$ cat src/actc_pkg.sv
package actc_pkg;

  // ----------------------------------------------------------------
  // Bus geometry
  // ----------------------------------------------------------------
  localparam int ACTC_DATA_W = 32;
  localparam int ACTC_REG_W = 16;
  localparam int ACTC_IDX_W = 6;
  localparam int ACTC_IDX_LSB = 2;
  localparam logic [1:0] ACTC_ALIGN_OK = 2'h0;

  // ----------------------------------------------------------------
  // Register indices (byte address is four times the index)
  // ----------------------------------------------------------------
  localparam logic [ACTC_IDX_W-1:0] ACTC_IDX_GAIN_HIGH = 6'h0c;
  localparam logic [ACTC_IDX_W-1:0] ACTC_IDX_GAIN_LOW = 6'h0d;
  localparam logic [ACTC_IDX_W-1:0] ACTC_IDX_CH1_CHANNEL_CONFIG = 6'h0e;
  localparam logic [ACTC_IDX_W-1:0] ACTC_IDX_GLOBAL_DC = 6'h20;
  localparam logic [ACTC_IDX_W-1:0] ACTC_IDX_STATUS = 6'h21;

  // ----------------------------------------------------------------
  // Reset values and writable-bit masks
  // ----------------------------------------------------------------
  localparam logic [ACTC_REG_W-1:0] ACTC_RST_GAIN_HIGH = 16'h8000;
  localparam logic [ACTC_REG_W-1:0] ACTC_RST_GAIN_LOW = 16'h0000;
  localparam logic [ACTC_REG_W-1:0] ACTC_RST_CH1_CHANNEL_CONFIG = 16'h0000;
  localparam logic [ACTC_REG_W-1:0] ACTC_RST_GLOBAL_DC = 16'h0000;
  localparam logic [ACTC_REG_W-1:0] ACTC_WMASK_GAIN_HIGH = 16'hffff;
  localparam logic [ACTC_REG_W-1:0] ACTC_WMASK_GAIN_LOW = 16'hff00;
  localparam logic [ACTC_REG_W-1:0] ACTC_WMASK_CH1_CHANNEL_CONFIG = 16'hffc7;
  localparam logic [ACTC_REG_W-1:0] ACTC_WMASK_GLOBAL_DC = 16'h000f;

  // ----------------------------------------------------------------
  // Field layout
  // ----------------------------------------------------------------
  localparam int ACTC_GAIN_W = 24;
  localparam int ACTC_GAIN_LOW_LSB = 8;
  localparam int ACTC_GAIN_LOW_W = 8;
  localparam int ACTC_GAIN_FRAC = 23;
  localparam int ACTC_PHASE_LSB = 6;
  localparam int ACTC_PHASE_W = 10;
  localparam int ACTC_DCOFF_BIT = 2;
  localparam int ACTC_MUX_LSB = 0;
  localparam int ACTC_MUX_W = 2;
  localparam int ACTC_GDC_W = 4;
  localparam int ACTC_ST_DCACT_BIT = 0;
  localparam int ACTC_ST_MUX_LSB = 1;
  localparam int ACTC_ST_SAT_BIT = 3;
  localparam int ACTC_SAMPLE_W = 24;

  typedef enum logic [ACTC_MUX_W-1:0] {
    ACTC_IN_NORMAL,
    ACTC_IN_SHORTED,
    ACTC_IN_TEST_POS,
    ACTC_IN_TEST_NEG
  } actc_input_e;

endpackage

$ cat src/actc_trim_config_regs.sv
// Behaviour
// - gain low byte sits in bits 15:8
// - gain word is unsigned, range 0 to just under 2
// - gain low at 0Dh, reset 0000h
// - channel 1 config at 0Eh, reset 0000h
// - bits 15:6 signed phase delay
// - bit 2 set disables channel DC block
// - bits 1:0 select input or test source
// - gain high gives bits 23:8, reset unity
//
// The APB slave port was chosen for this implementation.
module actc_trim_config_regs
  import actc_pkg::*;
#(
  parameter int ADDR_W = 8,
  parameter int SAMPLE_W = ACTC_SAMPLE_W,
  parameter logic [SAMPLE_W-1:0] TEST_POS_LEVEL = 24'h400000,
  parameter logic [SAMPLE_W-1:0] TEST_NEG_LEVEL = 24'hc00000
)
(
  // Clock and reset
  input wire logic pclk,
  input wire logic presetn,
  // APB slave
  input wire logic psel,
  input wire logic penable,
  input wire logic pwrite,
  input wire logic [ADDR_W-1:0] paddr,
  input wire logic [ACTC_DATA_W-1:0] pwdata,
  input wire logic [3:0] pstrb,
  output logic [ACTC_DATA_W-1:0] prdata,
  output logic pready,
  output logic pslverr,
  // Channel 0 sample path
  input wire logic signed [SAMPLE_W-1:0] ch0_sample_in,
  input wire logic ch0_sample_in_valid,
  output logic signed [SAMPLE_W-1:0] ch0_sample_out,
  output logic ch0_sample_out_valid,
  // Channel 1 sample path
  input wire logic signed [SAMPLE_W-1:0] ch1_sample_in,
  input wire logic ch1_sample_in_valid,
  output logic signed [SAMPLE_W-1:0] ch1_sample_out,
  output logic ch1_sample_out_valid,
  // Settings to the datapath
  output logic [ACTC_GAIN_W-1:0] ch0_gain_word,
  output logic signed [ACTC_PHASE_W-1:0] ch1_phase_delay,
  output logic ch1_dc_block_en,
  output logic [ACTC_MUX_W-1:0] ch1_input_select
);

  // ----------------------------------------------------------------
  // Helpers
  // ----------------------------------------------------------------
  // Byte lanes of the low half word gate the write mask
  function automatic logic [ACTC_REG_W-1:0] lane_mask(input logic [3:0] strb);
    lane_mask = {{8{strb[1]}}, {8{strb[0]}}};
  endfunction

  // Masked merge keeps reserved bits at zero whatever is written
  function automatic logic [ACTC_REG_W-1:0] merge_wr(
    input logic [ACTC_REG_W-1:0] old,
    input logic [ACTC_REG_W-1:0] wdat,
    input logic [ACTC_REG_W-1:0] wmask,
    input logic [3:0] strb
  );
    logic [ACTC_REG_W-1:0] m;
    m = wmask & lane_mask(strb);
    merge_wr = (old & ~m) | (wdat & m);
  endfunction

  // ----------------------------------------------------------------
  // Address decode
  // ----------------------------------------------------------------
  logic [ACTC_IDX_W-1:0] idx;
  logic aligned;
  logic hit_gain_high;
  logic hit_gain_low;
  logic hit_ch1_channel_config;
  logic hit_global_dc;
  logic hit_status;
  logic addr_hit;
  logic setup_ph;
  logic access_ph;
  logic wr_en;
  logic [ACTC_REG_W-1:0] wdat16;

  assign idx = paddr[ACTC_IDX_LSB +: ACTC_IDX_W];
  assign aligned = (paddr[ACTC_IDX_LSB-1:0] == ACTC_ALIGN_OK);
  assign hit_gain_high = aligned & (idx == ACTC_IDX_GAIN_HIGH);
  assign hit_gain_low = aligned & (idx == ACTC_IDX_GAIN_LOW);
  assign hit_ch1_channel_config = aligned & (idx == ACTC_IDX_CH1_CHANNEL_CONFIG);
  assign hit_global_dc = aligned & (idx == ACTC_IDX_GLOBAL_DC);
  assign hit_status = aligned & (idx == ACTC_IDX_STATUS);
  assign addr_hit = hit_gain_high | hit_gain_low | hit_ch1_channel_config | hit_global_dc | hit_status;
  assign setup_ph = psel & ~penable;
  assign access_ph = psel & penable;
  assign wr_en = access_ph & pwrite & addr_hit;
  assign wdat16 = pwdata[ACTC_REG_W-1:0];

  // Zero wait states; unmapped or unaligned words answer with an error
  assign pready = 1'b1;
  assign pslverr = access_ph & ~addr_hit;

  // ----------------------------------------------------------------
  // Register storage
  // ----------------------------------------------------------------
  logic [ACTC_REG_W-1:0] gain_high_r;
  logic [ACTC_REG_W-1:0] gain_low_r;
  logic [ACTC_REG_W-1:0] ch1_channel_config_r;
  logic [ACTC_REG_W-1:0] global_dc_r;
  logic sat_seen_r;
  logic [ACTC_REG_W-1:0] gain_high_nxt;
  logic [ACTC_REG_W-1:0] gain_low_nxt;
  logic [ACTC_REG_W-1:0] ch1_channel_config_nxt;
  logic [ACTC_REG_W-1:0] global_dc_nxt;
  logic sat_seen_nxt;
  logic sat_pulse;
  logic sat_clear;

  assign gain_high_nxt = (wr_en & hit_gain_high) ?
    merge_wr(gain_high_r, wdat16, ACTC_WMASK_GAIN_HIGH, pstrb) : gain_high_r;
  assign gain_low_nxt = (wr_en & hit_gain_low) ?
    merge_wr(gain_low_r, wdat16, ACTC_WMASK_GAIN_LOW, pstrb) : gain_low_r;
  assign ch1_channel_config_nxt = (wr_en & hit_ch1_channel_config) ?
    merge_wr(ch1_channel_config_r, wdat16, ACTC_WMASK_CH1_CHANNEL_CONFIG, pstrb) : ch1_channel_config_r;
  assign global_dc_nxt = (wr_en & hit_global_dc) ?
    merge_wr(global_dc_r, wdat16, ACTC_WMASK_GLOBAL_DC, pstrb) : global_dc_r;

  // Write one to clear; a saturation in the same cycle still wins
  assign sat_clear = wr_en & hit_status & pstrb[0] & pwdata[ACTC_ST_SAT_BIT];
  assign sat_seen_nxt = sat_pulse | (sat_seen_r & ~sat_clear);

  always_ff @(posedge pclk or negedge presetn)
  begin
    if (!presetn)
    begin
      gain_high_r <= ACTC_RST_GAIN_HIGH;
      gain_low_r <= ACTC_RST_GAIN_LOW;
      ch1_channel_config_r <= ACTC_RST_CH1_CHANNEL_CONFIG;
      global_dc_r <= ACTC_RST_GLOBAL_DC;
      sat_seen_r <= 1'b0;
    end
    else
    begin
      gain_high_r <= gain_high_nxt;
      gain_low_r <= gain_low_nxt;
      ch1_channel_config_r <= ch1_channel_config_nxt;
      global_dc_r <= global_dc_nxt;
      sat_seen_r <= sat_seen_nxt;
    end
  end

  // ----------------------------------------------------------------
  // Field extraction
  // ----------------------------------------------------------------
  logic [ACTC_GAIN_W-1:0] gain_word;
  logic global_dc_on;
  logic dc_block_active;
  actc_input_e sel_mode;

  // High word supplies 23:8, low register's upper byte supplies 7:0
  assign gain_word = {gain_high_r,
    gain_low_r[ACTC_GAIN_LOW_LSB +: ACTC_GAIN_LOW_W]};
  // Any nonzero global setting turns the filter on
  assign global_dc_on = |global_dc_r[ACTC_GDC_W-1:0];
  assign dc_block_active = global_dc_on & ~ch1_channel_config_r[ACTC_DCOFF_BIT];
  assign sel_mode = actc_input_e'(ch1_channel_config_r[ACTC_MUX_LSB +: ACTC_MUX_W]);

  // ----------------------------------------------------------------
  // Read path
  // ----------------------------------------------------------------
  // Read data is captured in the setup phase so prdata is a flop
  logic [ACTC_REG_W-1:0] status_word;
  logic [ACTC_REG_W-1:0] rd_word;
  logic [ACTC_DATA_W-1:0] prdata_nxt;

  always_comb
  begin
    status_word = '0;
    status_word[ACTC_ST_DCACT_BIT] = dc_block_active;
    status_word[ACTC_ST_MUX_LSB +: ACTC_MUX_W] = sel_mode;
    status_word[ACTC_ST_SAT_BIT] = sat_seen_r;
  end

  assign rd_word = hit_gain_high ? gain_high_r :
                   hit_gain_low ? gain_low_r :
                   hit_ch1_channel_config ? ch1_channel_config_r :
                   hit_global_dc ? global_dc_r :
                   hit_status ? status_word : '0;
  assign prdata_nxt = (setup_ph & ~pwrite) ?
    {{(ACTC_DATA_W - ACTC_REG_W){1'b0}}, rd_word} : prdata;

  always_ff @(posedge pclk or negedge presetn)
  begin
    if (!presetn)
    begin
      prdata <= '0;
    end
    else
    begin
      prdata <= prdata_nxt;
    end
  end

  // ----------------------------------------------------------------
  // Channel 0 gain trim
  // ----------------------------------------------------------------
  actc_gain_scaler #(
    .SAMPLE_W(SAMPLE_W),
    .GAIN_W(ACTC_GAIN_W),
    .FRAC(ACTC_GAIN_FRAC)
  ) u_gain (
    .pclk(pclk),
    .presetn(presetn),
    .sample_in(ch0_sample_in),
    .sample_in_valid(ch0_sample_in_valid),
    .gain(gain_word),
    .sample_out(ch0_sample_out),
    .sample_out_valid(ch0_sample_out_valid),
    .sat_pulse(sat_pulse)
  );

  // ----------------------------------------------------------------
  // Channel 1 input selection
  // ----------------------------------------------------------------
  // Test sources replace the sample but keep the input's cadence
  logic signed [SAMPLE_W-1:0] ch1_sel;

  always_comb
  begin
    unique case (sel_mode)
      ACTC_IN_NORMAL: ch1_sel = ch1_sample_in;
      ACTC_IN_SHORTED: ch1_sel = '0;
      ACTC_IN_TEST_POS: ch1_sel = TEST_POS_LEVEL;
      ACTC_IN_TEST_NEG: ch1_sel = TEST_NEG_LEVEL;
    endcase
  end

  // ----------------------------------------------------------------
  // Registered outputs
  // ----------------------------------------------------------------
  always_ff @(posedge pclk or negedge presetn)
  begin
    if (!presetn)
    begin
      ch1_sample_out <= '0;
      ch1_sample_out_valid <= 1'b0;
      ch0_gain_word <= {ACTC_RST_GAIN_HIGH,
        ACTC_RST_GAIN_LOW[ACTC_GAIN_LOW_LSB +: ACTC_GAIN_LOW_W]};
      ch1_phase_delay <= '0;
      ch1_dc_block_en <= 1'b0;
      ch1_input_select <= '0;
    end
    else
    begin
      ch1_sample_out_valid <= ch1_sample_in_valid;
      if (ch1_sample_in_valid)
      begin
        ch1_sample_out <= ch1_sel;
      end
      ch0_gain_word <= gain_word;
      ch1_phase_delay <= ch1_channel_config_r[ACTC_PHASE_LSB +: ACTC_PHASE_W];
      ch1_dc_block_en <= dc_block_active;
      ch1_input_select <= sel_mode;
    end
  end

endmodule

$ cat src/actc_gain_scaler.sv
module actc_gain_scaler
  import actc_pkg::*;
#(
  parameter int SAMPLE_W = ACTC_SAMPLE_W,
  parameter int GAIN_W = ACTC_GAIN_W,
  parameter int FRAC = ACTC_GAIN_FRAC
)
(
  // Clock and reset
  input wire logic pclk,
  input wire logic presetn,
  // Sample in
  input wire logic signed [SAMPLE_W-1:0] sample_in,
  input wire logic sample_in_valid,
  // Unsigned gain word
  input wire logic [GAIN_W-1:0] gain,
  // Scaled sample out
  output logic signed [SAMPLE_W-1:0] sample_out,
  output logic sample_out_valid,
  output logic sat_pulse
);

  localparam int PW = SAMPLE_W + GAIN_W + 1;
  localparam logic signed [PW-1:0] MAXV = PW'((2 ** (SAMPLE_W - 1)) - 1);
  localparam logic signed [PW-1:0] MINV = -MAXV - PW'(1);

  // ----------------------------------------------------------------
  // Unsigned gain: a zero sign bit keeps the product from flipping
  // ----------------------------------------------------------------
  logic signed [PW-1:0] prod;
  logic signed [PW-1:0] shifted;
  logic over_hi;
  logic over_lo;
  logic signed [SAMPLE_W-1:0] clipped;

  assign prod = sample_in * $signed({1'b0, gain});
  assign shifted = prod >>> FRAC;
  assign over_hi = shifted > MAXV;
  assign over_lo = shifted < MINV;
  assign clipped = over_hi ? MAXV[SAMPLE_W-1:0] :
                   over_lo ? MINV[SAMPLE_W-1:0] : shifted[SAMPLE_W-1:0];

  always_ff @(posedge pclk or negedge presetn)
  begin
    if (!presetn)
    begin
      sample_out <= '0;
      sample_out_valid <= 1'b0;
      sat_pulse <= 1'b0;
    end
    else
    begin
      sample_out_valid <= sample_in_valid;
      sat_pulse <= sample_in_valid & (over_hi | over_lo);
      if (sample_in_valid)
      begin
        sample_out <= clipped;
      end
    end
  end

endmodule

$ cat config.mk
export PLATFORM = sky130hd
export DESIGN_NAME = actc_trim_config_regs
export DESIGN_NICKNAME = d
export VERILOG_FILES = /design/src/actc_pkg.sv /design/src/actc_trim_config_regs.sv /design/src/actc_gain_scaler.sv
export SDC_FILE = /design/constraint.sdc
export NUM_CORES = 2
export LEC_CHECK = 0
export ABC_AREA = 1
export BUFFER_PORTS_ARGS = -buffer_cell sky130_fd_sc_hd__buf_2
export CORE_ASPECT_RATIO = 1.5
export CORE_MARGIN = 4
export CORE_UTILIZATION = 53
export CTS_CLUSTER_DIAMETER = 80
export CTS_CLUSTER_SIZE = 40
export DETAILED_ROUTE_END_ITERATION = 8
export GPL_TIMING_DRIVEN = 0
export PLACE_DENSITY = 0.72
export SLEW_MARGIN = 20
export SYNTH_ARGS = -nofsm -noshare
export SYNTH_HDL_FRONTEND = slang
export SYNTH_SLANG_ARGS = --single-unit
$ cat constraint.sdc
create_clock -name pclk -period 9.7 [get_ports pclk]
set_input_delay 0.97 -clock pclk [delete_from_list [all_inputs] [get_ports pclk]]
set_output_delay 0.97 -clock pclk [all_outputs]
set_load 0.05 [all_outputs]
[After elaboration in Yosys (flattened, before gate mapping)]
Index checks and enable logic that the tools add are counted.
Cells by class
  add/sub/neg operators: 0
  multipliers: 1
  div/mod/pow operators: 0
  $lt $le $gt $ge: 2
  eq/ne operators: 8
  shifts and indexed selects: 0
  mux-type cells: 8
  bitwise gates (word level): 48
  reductions and logical operators: 3
Operator list (count)
  AND 16 bit: 7
  one-hot mux 24 bit (4 select lines): 1
  2-to-1 mux 16 bit: 4
  bitwise OR 16 bit: 4
  multiplier 24 x 25 -> 49 bit: 1
  2-to-1 mux 24 bit: 2
  NOT 16 bit: 3
  > comparator 26 x 24 -> 1 bit (second input constant): 1
  < comparator 26 x 24 -> 1 bit (second input constant): 1
  AND 1 bit: 21
  == test 6 x 4 -> 1 bit (second input constant): 3
  AND 16 x 4 -> 16 bit: 1
  NOT 4 -> 16 bit: 1
  == test 6 bit (second input constant): 2
  bitwise OR 1 bit: 6
  NOT 1 bit: 5
  == test 2 bit (second input constant): 2
  zero test 2 bit: 2
  2-to-1 mux 4 bit: 1
  OR reduction 4 bit: 1
  == test 2 x 1 -> 1 bit (second input constant): 1
Storage, ports and cells
  register bits: 169
  bits in latches: 0
  RAM bits: 0
  ROM bits: 0
  output and inout bits: 121
  logic and storage cells: 85
  memories kept: 0

[Longest topological paths before layout]
  depth in word-level cells: 13
  depth in mapped cells: 35
  depth with buffers taken out: 32

[Cells and area by module]
Synthesis repeated with hierarchy kept, for this count alone.
Second synthesis, totals
  cells, all modules: 3354
  area, all modules: 26342.8 um^2
By module, submodules not included
  actc_gain_scaler: times used 1, cells an instance 2872, area each 21521.9 um^2, seq. area each 650.6 um^2
  actc_trim_config_regs: times used 1, cells an instance 482, area each 4820.9 um^2, seq. area each 3005.4 um^2

[Worst setup path after synthesis]
OpenSTA, ideal clock, no wires.
  path type: input to register
  from: input port ch0_sample_in[23]
  to: register u_gain.sample_out[10]
  arrival: 6.674 ns
  path slack: 2.904 ns
  cell stages on the path: 27
  cell sequence: clkbuf_1 inv_1 buf_1 nor2_1 fa_1 inv_1 fa_1 inv_1 fa_1 fa_1 fa_1 fa_1 inv_1 fa_1 inv_1 ha_1 a21oi_1 o21bai_1 a21oi_1 nand2_1 a21oi_1 nand2_1 nand2_1 nand2_1 a21oi_4 buf_6 a21oi_1
Between the ends
  longest elaborated chain between the ends: 4
  elaborated cells between the ends (all ways): 5
  those cells by class: mul (1); order compare (2); mux (2)
RTL lines
  start: declaration: RTL line actc_trim_config_regs.sv:35  | input wire logic signed [SAMPLE_W-1:0] ch0_sample_in,
  multiplier 24 x 25 -> 49 bit *: RTL line actc_gain_scaler.sv:36  | assign prod = sample_in * $signed({1'b0, gain});
  < comparator 26 x 24 -> 1 bit: RTL line actc_gain_scaler.sv:39  | assign over_lo = shifted < MINV;
  2-to-1 mux 24 bit: RTL line actc_gain_scaler.sv:41  | over_lo ? MINV[SAMPLE_W-1:0] : shifted[SAMPLE_W-1:0];
  2-to-1 mux 24 bit *: RTL line actc_gain_scaler.sv:40  | assign clipped = over_hi ? MAXV[SAMPLE_W-1:0] :
  end signal: assignment: RTL line actc_gain_scaler.sv:57  | sample_out <= clipped;
  end: declaration: RTL line actc_gain_scaler.sv:18  | output logic signed [SAMPLE_W-1:0] sample_out,
Every way passes the cells marked *; elsewhere a longest branch is shown, timed or not.
A chain may end at the register's enable or synchronous reset.

[Worst setup path in the final report]
  from: input port ch0_sample_in[23]
  to: register u_gain.sat_pulse
Between the ends
  longest elaborated chain between the ends: 4
  elaborated cells between the ends (all ways): 5
  those cells by class: mul (1); order compare (2); bitwise (2)
RTL lines
  multiplier 24 x 25 -> 49 bit *: RTL line actc_gain_scaler.sv:36
  > comparator 26 x 24 -> 1 bit / < comparator 26 x 24 -> 1 bit (equally long branches): RTL line actc_gain_scaler.sv:38, actc_gain_scaler.sv:39
  bitwise OR 1 bit *: RTL line actc_gain_scaler.sv:54  | sat_pulse <= sample_in_valid & (over_hi | over_lo);
  AND 1 bit *: RTL line actc_gain_scaler.sv:54
  end signal: assignment: RTL line actc_gain_scaler.sv:54
  end: declaration: RTL line actc_gain_scaler.sv:20  | output logic sat_pulse
Marks and branches as above.

==> impl_metrics.ini <==
[final_layout]
fill_cells = 4516
drive_above_1_share = 0.0772
syn_to_final_growth_pct = 9.22
nNetsFinal = 4301
design_area_mm2 = 0.0284

[cts]
clock_sinks = 146
clockBufferDepth = 2
htreeDepth = 4
post_cts_resized = 0
postCtsSetupRepairBufs = 0
cts_hold_buf = 0
cts_buffers = 17
path_clk_slew_ns = 0.09
tritoncts = built
clk_latency_ns = 0.48
cts-root-buf = clkbuf_16

[drt]
drt_iter0_markers = 1772
vias = 21900
wl_per_cell_um = 19.3
drt-total-wl_mm = 80.8
drt_pass1_iterations = 8
drt-vias-per-instance = 5.21
ant_nets = 0
drc_errors = 0

[synth]
synth_seq_cells = 146
synthXorXnorAreaFrac = 0.00506
syn_area_mm2 = 0.0260
muxShareOfSynthArea = 0
yosys.area_share.adder = 0.466
yosysWarnings = 0
dominantRegCellSynth = dfrtp_1
synthSimpleGateAreaFrac = 0.176
synth_cell_types = 45
async_reset_ff_frac = 1.00
postSynthCellCount = 3304
synth_top_family_by_area = adder cells
synth-compound-area-share = 0.0479
synth_edf_count = 0
ys_seq_area_frac = 0.141
avgSynthCellArea_um2 = 7.86

[timing]
final_hold_viol_count = 0
max_freq_mhz = 124
slew_headroom = 0.322
tns_ns = 0
tightest_slew_ns = 1.02
finalSetupViolations = 0
slew_viol_final = 0
min_period_ns = 8.08
rsz0062_at_grt = no
clock_skew_ns = 0.0270
period_share = 0.832

[place]
place_hpwl_mm = 68.6
portBuffers = 184
gp_congestion = 1.02
place_area_mm2 = 0.0278

[run_status]
status = complete, no violations

[worst_setup_path]
cp.arrival_ns = 8.45
rrSetupSlack_ns = 1.70
cp_max_fo = 10
worst_setup_path_start_kind = input pin
cp-end-kind = flip-flop
crit_path_end = u_gain.sat_pulse
worstSetupStartpoint = ch0_sample_in[23]
ff2ff_path_depth = 26
cpMaxStageDelayCell = fa_1
cp.required_ns = 10.08
cpMostUsedCell = fa_1
max_stage_delay_ns = 0.57
path_class = input pin to flip-flop
timing.rr.end = u_gain.sat_pulse

[global_route]
grt-ovfl-total = 0
grt.total_usage = 0.316
antenna_found_initial = 2
grt_pass1_wl_mm = 127
grt_pass1_vias = 23100
grt_max_degree = 81

[run]
cap_violations = 0

[die]
core_area_mm2 = 0.0486
dieArea_mm2 = 0.0527
dieWidth_um = 189
rows = 99
die_y_um = 279
initial_utilization = 0.535
pin_count = 220

[worst_hold_path]
hp-class = flip-flop to flip-flop

[pwr]
p_leak_uw = 0.0169
power_density_mw_per_mm2 = 58.9
peakVddDrop_mv = 0.117
-- synthesized netlist by cell type, types with 3 or more instances --
cell type	count	area, um^2
nor4_1	6	37.5
o21bai_1	12	90.1
xnor2_1	6	52.6
buf_6	3	33.8
nor3_1	14	70.1
a32o_1	24	240
nand4_1	13	81.3
nand3_1	53	265
a21oi_1	84	420
nand2_2	3	18.8
dfrtp_1	144	3600
buf_4	19	143
o21ai_2	6	52.6
or2_2	7	43.8
a2bb2oi_1	3	26.3
clkbuf_1	130	488
xor2_1	9	78.8
fa_1	481	9630
nand2_1	922	3460
o21ai_0	53	265
buf_2	3	15.0
nor2_1	127	477
nor2_2	5	31.3
a22oi_1	6	45.0
ha_1	198	2480
o21a_1	6	45.0
inv_1	943	3540
-- report_power, final --
group / total, uW / internal, uW / switching, uW
Combinational: 375 / 94.1 / 281
Sequential: 648 / 634 / 13.5
Clock: 649 / 335 / 315
Total: 1670 / 1060 / 609
-- metal layers --
metal  global-route usage  wire length [um]
met5                    0                 0
met4                0.231              7610
met3               0.0553              6390
met2                0.543             39000
met1                0.353             27800
-- worst min path at each step --
stage / to / slack, ns / cells past startpoint
after floorplan: ch0_gain_word[10] / 0.35 / 0
after CTS: ch0_gain_word[13] / 0.36 / 0
after global routing: ch0_gain_word[13] / 0.37 / 0
final: ch0_gain_word[13] / 0.36 / 0
after detailed placement: ch0_gain_word[23] / 0.36 / 0
after global placement: ch0_gain_word[6] / 0.35 / 0
-- per-stage QoR --
step                      utilization  setup WS (ns)  total power (uW)  hold WS (ns)  cells
after floorplan                     -           2.90               892         0.352   3319
after global placement          0.572           1.22              1030         0.353   4159
after detailed placement        0.573           1.29              1030         0.356   4160
after CTS                       0.584           1.70              1680         0.364   4192
after global routing            0.584           1.37              1730         0.370   4192
final                           0.584           1.62              1670         0.360   4194
-- cell usage in the layout, fill, tap and decap left out, types with 2 or more instances in the layout --
cell type	n
o21bai_1	12
o21ai_2	6
a32o_1	24
nor3_1	14
a221oi_1	2
inv_6	6
nor2_2	5
nor3_2	2
buf_2	186
clkbuf_16	17
clkbuf_8	2
nand2_2	3
or2_1	2
xor2_1	9
nor2_1	127
o21ai_0	53
o21a_1	6
nand4_1	13
conb_1	17
xnor2_1	6
diode_2	2
clkinvlp_4	4
a2bb2oi_1	3
dfrtp_1	144
nand2_1	922
fa_1	481
a22oi_1	6
clkbuf_1	131
buf_6	3
ha_1	198
a21oi_1	84
or2_2	7
inv_1	943
dfstp_2	2
inv_8	2
nor4_1	5
nand3_1	53
buf_4	19
-- kinds of logic after synthesis --
| family | after synthesis |
|---|---|
| adders and majority gates | 679 |
| DFF | 146 |
| and+or+nand+nor | 1160 |
| other | 2 |
| AOI/OAI and AO/OA | 201 |
| xor gates and xnor gates | 15 |
| buffers and inverters | 1101 |
-- area by class of cell --
| type | count | area (um^2) | share of cell area |
|---|---|---|---|
| Buffer | 158 | 711 | 0.0250 |
| Timing Repair Buffer | 185 | 958 | 0.0338 |
| Antenna cell | 2 | 5.00 | 0.000176 |
| Clock inverter | 14 | 119 | 0.00419 |
| Inverter | 943 | 3540 | 0.125 |
| Clock buffer | 18 | 429 | 0.0151 |
| Tap cell | 656 | 821 | 0.0289 |
| Multi-Input combinational cell | 2072 | 18100 | 0.639 |
| Sequential cell | 146 | 3660 | 0.129 |
-- critical path, delay by kind of cell --
kind | cells | cell delay (ns)
fa+ha+maj | 8 | 3.90
buf+inv | 9 | 1.72
compound gates | 3 | 0.93
simple gates | 9 | 0.88
No activity file was read; power rests on OpenSTA's default activity.
